==> config.mk <==
export PLATFORM = sky130hd
export DESIGN_NAME = channel_sequence_stack_regs
export DESIGN_NICKNAME = d
export VERILOG_FILES = /design/src/seq_stack_pkg.sv /design/src/seq_entry_if.sv /design/src/seq_entry_store.sv /design/src/seq_stepper.sv /design/src/channel_sequence_stack_regs.sv
export SDC_FILE = /design/constraint.sdc
export NUM_CORES = 1
export LEC_CHECK = 0
export BUFFER_PORTS_ARGS = -buffer_cell sky130_fd_sc_hd__buf_2
export CAP_MARGIN = 20
export CELL_PAD_IN_SITES_DETAIL_PLACEMENT = 0
export CELL_PAD_IN_SITES_GLOBAL_PLACEMENT = 2
export CORE_UTILIZATION = 32
export DETAILED_ROUTE_END_ITERATION = 8
export GPL_TIMING_DRIVEN = 0
export HOLD_SLACK_MARGIN = 0.02
export MAX_ROUTING_LAYER = met4
export PLACE_DENSITY_LB_ADDON = 0.1
export SLEW_MARGIN = 20
export SYNTH_ARGS = -nofsm -noshare
export SYNTH_HDL_FRONTEND = slang
export SYNTH_SLANG_ARGS = --single-unit
==> constraint.sdc <==
create_clock -name ref_clk_in -period 1.85 [get_ports ref_clk_in]
set_input_delay 0.0925 -clock ref_clk_in [delete_from_list [all_inputs] [get_ports ref_clk_in]]
set_output_delay 0.0925 -clock ref_clk_in [all_outputs]
set_load 0.01 [all_outputs]
==> src/seq_stack_pkg.sv <==
// Purpose: Shared constants and types for the channel sequence stack.
// Assumes: APB with 32-bit data; each stack entry is one aligned word.
// Notes: Entry index is the six-bit register address; byte address is 4x.
package seq_stack_pkg;

  // Stack geometry
  localparam int unsigned NUM_ENTRIES = 4;
  localparam int unsigned ENTRY_IDX_W = 2;
  localparam int unsigned ENTRY_W = 16;
  localparam int unsigned ADDR_W = 8;

  // Printed register indices (six-bit address field values)
  localparam logic [5:0] IDX_ENTRY_ZERO = 6'h20;
  localparam logic [5:0] IDX_ENTRY_ONE = 6'h21;
  localparam logic [5:0] IDX_ENTRY_TWO = 6'h22;
  localparam logic [5:0] IDX_ENTRY_THREE = 6'h23;
  // Own control and status registers (indices)
  localparam logic [5:0] IDX_SEQ_CTRL = 6'h30;
  localparam logic [5:0] IDX_SEQ_STATUS = 6'h31;

  // Field positions inside an entry word
  localparam int unsigned ACCESS_BIT = 15;
  localparam int unsigned ADDR_MSB = 14;
  localparam int unsigned ADDR_LSB = 9;
  localparam int unsigned RETURN_BIT = 8;
  localparam int unsigned CHAN_B_MSB = 7;
  localparam int unsigned CHAN_B_LSB = 4;
  localparam int unsigned CHAN_A_MSB = 3;
  localparam int unsigned CHAN_A_LSB = 0;

  // Reset values of the entries
  localparam logic [15:0] RESET_ENTRY_ZERO = 16'h4000;
  localparam logic [15:0] RESET_ENTRY_ONE = 16'h4211;
  localparam logic [15:0] RESET_ENTRY_TWO = 16'h4422;
  localparam logic [15:0] RESET_ENTRY_THREE = 16'h4633;

  // Control register fields
  localparam int unsigned CTRL_ENABLE_BIT = 0;
  localparam logic [31:0] RESET_SEQ_CTRL = 32'h00000000;

  // Sequencer states
  typedef enum logic [2:0] {
    SEQ_IDLE = 3'b001,
    SEQ_CONVERT = 3'b010,
    SEQ_ADVANCE = 3'b100
  } seq_state_t;

endpackage

==> src/seq_entry_if.sv <==
// Purpose: Carries the active entry's fields from stack to sequencer.
// Assumes: One clock domain.
// Notes: The stack drives fields, the sequencer drives the index.
`timescale 1ns/10ps
`default_nettype none
interface seq_entry_if;
  logic [1:0] active_index;
  logic return_to_first_entry;
  logic [3:0] converter_a_channel;
  logic [3:0] converter_b_channel;

  modport stack (
    input active_index,
    output return_to_first_entry,
    output converter_a_channel,
    output converter_b_channel
  );
  modport sequencer (
    output active_index,
    input return_to_first_entry,
    input converter_a_channel,
    input converter_b_channel
  );
endinterface
`default_nettype wire

==> src/seq_entry_store.sv <==
// Purpose: Holds the four sequence entry words.
// Assumes: Writes arrive one word per cycle from the bus slave.
// Notes: Access bit and address field are fixed; only bits 8..0 store.
`timescale 1ns/10ps
`default_nettype none
module seq_entry_store (
  input wire logic ref_clk_in,
  input wire logic rst_n_in,
  input wire logic wr_en_in,
  input wire logic [1:0] wr_index_in,
  input wire logic [8:0] wr_data_in,
  input wire logic [1:0] rd_index_in,
  output logic [15:0] rd_data_out,
  seq_entry_if.stack entry_port
);
  import seq_stack_pkg::*;

  logic [8:0] entry_reg [NUM_ENTRIES];
  logic [8:0] entry_next [NUM_ENTRIES];

  // Write port; reset leaves each entry at its documented value
  always_comb begin
    for (int i = 0; i < NUM_ENTRIES; i++) begin
      entry_next[i] = entry_reg[i];
    end
    if (wr_en_in) begin
      entry_next[wr_index_in] = wr_data_in;
    end
  end

  always_ff @(posedge ref_clk_in or negedge rst_n_in) begin
    if (!rst_n_in) begin
      entry_reg[0] <= RESET_ENTRY_ZERO[8:0];
      entry_reg[1] <= RESET_ENTRY_ONE[8:0];
      entry_reg[2] <= RESET_ENTRY_TWO[8:0];
      entry_reg[3] <= RESET_ENTRY_THREE[8:0];
    end else begin
      for (int i = 0; i < NUM_ENTRIES; i++) begin
        entry_reg[i] <= entry_next[i];
      end
    end
  end

  // Readback rebuilds the word: access bit reads 0, address is fixed
  // Address field is 1000b over the two index bits, then the stored nine
  always_comb begin
    rd_data_out = {1'b0, 4'h8, rd_index_in, entry_reg[rd_index_in]};
  end

  // Fields of the entry the sequencer is sitting on
  always_comb begin
    entry_port.return_to_first_entry =
      entry_reg[entry_port.active_index][RETURN_BIT];
    entry_port.converter_b_channel =
      entry_reg[entry_port.active_index][CHAN_B_MSB:CHAN_B_LSB];
    entry_port.converter_a_channel =
      entry_reg[entry_port.active_index][CHAN_A_MSB:CHAN_A_LSB];
  end
endmodule
`default_nettype wire

==> src/seq_stepper.sv <==
// Purpose: Steps through the stack as conversions complete.
// Assumes: conv_done_in is a one-cycle pulse per finished conversion.
// Notes: Channel pair registers update only between conversions.
`timescale 1ns/10ps
`default_nettype none
module seq_stepper (
  input wire logic ref_clk_in,
  input wire logic rst_n_in,
  input wire logic enable_in,
  input wire logic conv_start_in,
  input wire logic conv_done_in,
  output logic busy_out,
  output logic [3:0] chan_a_out,
  output logic [3:0] chan_b_out,
  seq_entry_if.sequencer entry_port
);
  import seq_stack_pkg::*;

  seq_state_t state_reg, state_next;
  logic [1:0] index_reg, index_next;
  logic [3:0] chan_a_reg, chan_a_next;
  logic [3:0] chan_b_reg, chan_b_next;

  assign entry_port.active_index = index_reg;
  assign busy_out = state_reg == SEQ_CONVERT;
  assign chan_a_out = chan_a_reg;
  assign chan_b_out = chan_b_reg;

  // Next-state logic for the entry walk
  always_comb begin
    state_next = state_reg;
    index_next = index_reg;
    chan_a_next = chan_a_reg;
    chan_b_next = chan_b_reg;
    unique case (state_reg)
      SEQ_IDLE: begin
        index_next = '0;
        chan_a_next = entry_port.converter_a_channel;
        chan_b_next = entry_port.converter_b_channel;
        if (enable_in && conv_start_in) begin
          state_next = SEQ_CONVERT;
        end
      end
      SEQ_CONVERT: begin
        if (conv_done_in) begin
          state_next = SEQ_ADVANCE;
          if (entry_port.return_to_first_entry) begin
            index_next = '0;
          end else begin
            index_next = index_reg + 2'h1;
          end
        end
      end
      SEQ_ADVANCE: begin
        // Latch the new pair for the conversion that follows
        chan_a_next = entry_port.converter_a_channel;
        chan_b_next = entry_port.converter_b_channel;
        if (!enable_in) begin
          state_next = SEQ_IDLE;
        end else if (conv_start_in) begin
          state_next = SEQ_CONVERT;
        end
      end
      default: state_next = SEQ_IDLE;
    endcase
  end

  always_ff @(posedge ref_clk_in or negedge rst_n_in) begin
    if (!rst_n_in) begin
      state_reg <= SEQ_IDLE;
      index_reg <= 2'h0;
      chan_a_reg <= 4'h0;
      chan_b_reg <= 4'h0;
    end else begin
      state_reg <= state_next;
      index_reg <= index_next;
      chan_a_reg <= chan_a_next;
      chan_b_reg <= chan_b_next;
    end
  end
endmodule
`default_nettype wire

==> src/channel_sequence_stack_regs.sv <==
// Purpose: APB register bank for the channel sequence stack.
// Assumes: APB3 master; conversion start/done strobes from the converter.
// Notes: Zero wait states; unmapped addresses answer with pslverr.
//
// Added by the designer: register access over APB.
`timescale 1ns/10ps
`default_nettype none
// Contract
// - Top bit of a command word picks read (0) or write (1); the bank uses pwrite instead and reads bit 15 back as 0.
// - Address field 100010b reaches entry two, 100011b entry three.
// - Return bit clear moves to the next entry after conversion.
// - Return bit set goes back to the first entry after conversion.
// - Bits 7..4 pick converter B's channel while the entry is active.
// - Bits 3..0 pick converter A's channel while the entry is active.
// - Entry two resets to 0x4422.
// - Entry three resets to 0x4633.
// - Entry zero at 0x20 is the first entry.
module channel_sequence_stack_regs (
  input wire logic ref_clk_in,
  input wire logic rst_n_in,
  input wire logic psel,
  input wire logic penable,
  input wire logic pwrite,
  input wire logic [seq_stack_pkg::ADDR_W-1:0] paddr,
  input wire logic [31:0] pwdata,
  output logic [31:0] prdata,
  output logic pready,
  output logic pslverr,
  input wire logic conv_start_in,
  input wire logic conv_done_in,
  output logic [3:0] chan_a_out,
  output logic [3:0] chan_b_out,
  output logic seq_busy_out
);
  import seq_stack_pkg::*;

  seq_entry_if entry_bus ();

  logic setup;
  logic access;
  logic [5:0] idx;
  logic aligned;
  logic is_entry;
  logic is_ctrl;
  logic is_status;
  logic mapped;
  logic wr_en;
  logic [15:0] entry_rd;
  logic stepper_busy;
  logic [3:0] stepper_a;
  logic [3:0] stepper_b;
  logic [31:0] ctrl_reg, ctrl_next;
  logic [31:0] prdata_reg, prdata_next;
  logic pready_reg, pready_next;
  logic pslverr_reg, pslverr_next;
  logic [3:0] chan_a_reg;
  logic [3:0] chan_b_reg;
  logic busy_reg;

  // Decode in setup phase; answer one cycle later in the access phase
  always_comb begin
    setup = psel && !penable;
    access = psel && penable && pready_reg;
    idx = paddr[7:2];
    aligned = paddr[1:0] == 2'h0;
    is_entry = aligned && idx[5:2] == IDX_ENTRY_ZERO[5:2];
    is_ctrl = aligned && idx == IDX_SEQ_CTRL;
    is_status = aligned && idx == IDX_SEQ_STATUS;
    mapped = is_entry || is_ctrl || is_status;
  end

  // Bus transfer direction selects read or write of the entry
  // Writes land only at the edge where the master sees pready high
  assign wr_en = access && pwrite && is_entry;

  seq_entry_store u_store (
    .ref_clk_in(ref_clk_in),
    .rst_n_in(rst_n_in),
    .wr_en_in(wr_en),
    .wr_index_in(idx[1:0]),
    .wr_data_in(pwdata[8:0]),
    .rd_index_in(idx[1:0]),
    .rd_data_out(entry_rd),
    .entry_port(entry_bus.stack)
  );

  seq_stepper u_stepper (
    .ref_clk_in(ref_clk_in),
    .rst_n_in(rst_n_in),
    .enable_in(ctrl_reg[CTRL_ENABLE_BIT]),
    .conv_start_in(conv_start_in),
    .conv_done_in(conv_done_in),
    .busy_out(stepper_busy),
    .chan_a_out(stepper_a),
    .chan_b_out(stepper_b),
    .entry_port(entry_bus.sequencer)
  );

  // Control write, read mux and answer flags
  always_comb begin
    ctrl_next = ctrl_reg;
    prdata_next = 32'h00000000;
    pready_next = 1'b0;
    pslverr_next = 1'b0;
    // Control write waits for the access edge, like the entry writes
    if (access && pwrite && is_ctrl) begin
      ctrl_next = {31'h00000000, pwdata[CTRL_ENABLE_BIT]};
    end
    if (setup) begin
      pready_next = 1'b1;
      pslverr_next = !mapped;
      if (!pwrite) begin
        if (is_entry) begin
          prdata_next = {16'h0000, entry_rd};
        end else if (is_ctrl) begin
          prdata_next = ctrl_reg;
        end else if (is_status) begin
          prdata_next = {22'h000000, entry_bus.active_index,
                         stepper_b, stepper_a};
          prdata_next[31] = stepper_busy;
        end
      end
    end
  end

  // Everything leaving the block comes straight from a flop
  always_ff @(posedge ref_clk_in or negedge rst_n_in) begin
    if (!rst_n_in) begin
      ctrl_reg <= RESET_SEQ_CTRL;
      prdata_reg <= 32'h00000000;
      pready_reg <= 1'b0;
      pslverr_reg <= 1'b0;
      chan_a_reg <= 4'h0;
      chan_b_reg <= 4'h0;
      busy_reg <= 1'b0;
    end else begin
      ctrl_reg <= ctrl_next;
      prdata_reg <= prdata_next;
      pready_reg <= pready_next;
      pslverr_reg <= pslverr_next;
      chan_a_reg <= stepper_a;
      chan_b_reg <= stepper_b;
      busy_reg <= stepper_busy;
    end
  end

  assign prdata = prdata_reg;
  assign pready = pready_reg;
  assign pslverr = pslverr_reg;
  assign chan_a_out = chan_a_reg;
  assign chan_b_out = chan_b_reg;
  assign seq_busy_out = busy_reg;
endmodule
`default_nettype wire

==> run summary <==
The critical path goes through buf_4 > mux4_2 > mux2_2. The XOR/XNOR share of the synthesized area is 0.249%. The post-detailed-route DRC marker count came out at 0.

The horizontal die dimension is 107 µm. The share of the clock period used by the worst path is 88.6%. Summed over all cells, the static leakage comes to 2.09 nW. No sink is reached through more buffers than the 2 on the longest clock path.

Entering global routing, the biggest net connects 47 pins. Among all stages on the critical path, the largest delay is contributed by mux4_2. The register with the most flip-flops in the layout has 36 of them. The placed wire-length estimate is 5.29 mm. The gate family responsible for the most delay along the worst path is multiplexers. The path class of the lowest-slack min-delay path is input pin to flop. The root buffer selected by CTS is clkbuf_8. Multiplexer cells account for 26.2% of the synthesized area. The number of buffers created by CTS is 9. The count of pins on the block boundary came out at 90. By area, the combinational part of the netlist is dominated by multiplexers. The worst setup path is captured at a flop. The clock net in this run drives a total of 74 sinks. The number of nets in the final layout came out at 393. The run finished with clean final reports. Clock latency on the worst-skew pair, taken at its later pin, is 0.33 ns. The initial antenna violation count came out at 0. The final setup skew came out at 0.00747 ns. The H-tree was split into 3 levels. The leading register cell type out of synthesis is dfrtp_1.

The antenna diode instance count came out at 0. TritonCTS built the clock tree. The synthesized netlist devotes 5.74% of its cell area to compound gates. The setup path with the least slack is of type flop to flop. The minimum hold slack is 0.0384 ns. VDD sags by at most 0.242 mV.

In the layout the commonest cells are 64 x mux2_2, 64 x dfrtp_1, 45 x buf_2. The share of post-route cells with drive strength above 1 is 51.6%. The data required time at the worst endpoint came out at 2.07 ns. The residual overflow from global routing came out at 0. On the worst path, the slowest cell contributes a delay of 0.52 ns. Derived from the worst setup path, the maximum achievable clock frequency is 610 MHz. The synthesized instance count is 259. The adder-cell share of the synthesized area is 0%. The synthesis-to-layout area growth is 23.4%.

Counting flops and latches in the post-synthesis netlist gives 74. The startpoint type of the worst setup path is a flop. The global-route wire length before repair is 13.0 mm. The length of the first detailed-routing pass in iterations is 4.

The relative max-transition margin came out at 38.2%. The violation count after the first detailed-routing iteration came out at 81. The power per cell area came out at 681 nW/µm².

The core footprint is 10500 µm². The total routing resource utilization after global routing is 16.0%. After synthesis, the mean cell area works out to 13.6 µm². The final-report max-slew violation count came out at 0. At the end of routability-driven placement, the weighted congestion stood at 0.710.

The sequential element share of the synthesized area is 53.1%. The async set or reset register ratio after synthesis is 100%. Clock-pin slew was measured on the worst setup and hold paths at 0.07 ns. The final instance count without filler cells came out at 487. The die height came out at 107 µm.

Fill cells in the final layout number 1060. The post-route total power came out at 2.95 mW. Across all layers, the routed design uses 2281 vias. The count of input and output buffers is 45. Together, buffers and inverters on the worst path number 1. The number of library cell types mapped by synthesis came out at 36. The number of endpoints with negative hold slack in the final report came out at 0.

The Yosys step of the flow raised 0 warnings. The number of flops mapped to enable cells by yosys is 0. The final number of setup-violating endpoints came out at 0. The post-route antenna net violation count came out at 0. In the final routed layout, each cell accounts on average for 16.8 µm. The number of global-route vias before repair is 2232. At the end of the flow the core is filled with cells to 41.4%. The smallest clock period supported by the final layout is computed as 1.64 ns.

The cell count after placement came out at 459. Data arrives at the worst endpoint at 1.86 ns. The number of placement rows is 37.

The post-synth design cell area is 3510 µm². The mean number of vias per cell is 4.68. Of all nets on the critical path, the largest fanout is 10. After Yosys synthesis, and, or, nand and nor cells account for 8.16% of the synthesized area. The transition time at the pin with the least slew margin is 0.923 ns. The total of max-cap violations is 0. The routed design has 8.20 mm of wire. Setup repair after global routing left no endpoint under its margin.

The floorplan die area came out at 11400 µm². Once the floorplan was initialized, standard cells occupied 33.6% of the core.
## cell type report
class | count | area (µm²) | share of cell area, %
Timing Repair Buffer | 60 | 410 | 9.47
Multi-Input combinational cell | 163 | 1500 | 34.5
Inverter | 7 | 26.3 | 0.607
Buffer | 31 | 198 | 4.56
Sequential cell | 74 | 1860 | 43.0
Tap cell | 136 | 170 | 3.93
Clock inverter | 3 | 17.5 | 0.404
Clock buffer | 13 | 149 | 3.44
## routing by layer
metal | routed length (µm) | track usage (%) | vias up | share of wire [%]
met1 | 4160 | 22.5 | 1136 | 51
met4 | 55 | 5.28 | 0 | 0.67
met5 | 0 | - | - | 0
met3 | 258 | 2.31 | 5 | 3.1
met2 | 3720 | 23.8 | 55 | 45
li1 | - | - | 1085 | -
## kinds of logic after synthesis
kind of cell           Yosys count
AO/OA/AOI/OAI                   31
buffers and inverters           40
AND/OR/NAND/NOR                 38
flip-flops                      74
XOR/XNOR                         1
multiplexers                    74
other                            1
## path summary, 6_finish.rpt
check                                                startpoint                 endpoint  slack (ns)  cells past startpoint
setup / recovery           u_stepper.entry_port.active_index[0]  u_stepper.chan_b_out[2]        0.21                      3
hold / removal                                        pwdata[1]    u_store.entry_reg[28]        0.04                      2
setup reg to reg           u_stepper.entry_port.active_index[0]  u_stepper.chan_b_out[2]        0.21                      3
max in group asynchronous                              rst_n_in    u_store.entry_reg[22]        1.00                      3
min in group asynchronous                              rst_n_in   u_stepper.state_reg[2]        0.23                      2
hold reg to reg                         u_stepper.chan_a_out[0]            chan_a_out[0]        0.40                      0
## cell usage after synthesis (2+ instances only)
library cell  instances  area (µm²)
a211oi_1              2        15.0
a21oi_1              11        55.1
a22oi_1               8        60.1
a31oi_1               2        12.5
a32oi_1               2        17.5
buf_1                 6        22.5
buf_4                20         150
clkbuf_1              6        22.5
dfrtp_1              65        1630
dfstp_2               9         236
inv_1                 7        26.3
mux2_2               64         721
mux2i_1               2        20.0
mux4_2                8         180
nand2_1               3        11.3
nand2b_1              2        12.5
nand3_1               8        40.0
nand3b_1              2        15.0
nand4_1               2        12.5
nor2_1                5        18.8
nor2b_1               3        18.8
nor4_4                4        85.1
o21ai_0               3        15.0
or3b_2                3        26.3
## through the flow
step	instance area [µm²]	setup slack, ns	TNS [ns]
4_1_cts	4330	0.0462	0
3_5_place_dp	4010	-0.499	-18.47
3_3_place_gp	3980	-0.500	-18.35
2_1_floorplan	3580	0.0545	0
5_1_grt	4330	0.120	0
6_report	4330	0.211	0
## what timing repair did
| action | in CTS | in global routing |
|---|---|---|
| hold buffers | 5 | 0 |
| pin swaps | 5 | 1 |
| endpoints found under the setup margin | 45 | 11 |
| resized for setup | 3 | 2 |
| buffers inserted | 8 | 1 |
| endpoints found under the hold margin | 35 | 0 |
## power by group
part,total (mW),switching (mW),internal [mW]
logic,0.214,0.130,0.0844
registers,1.63,0.00432,1.63
clock network,1.10,0.582,0.522
total,2.95,0.716,2.23
(Power assumes the default switching activity.)
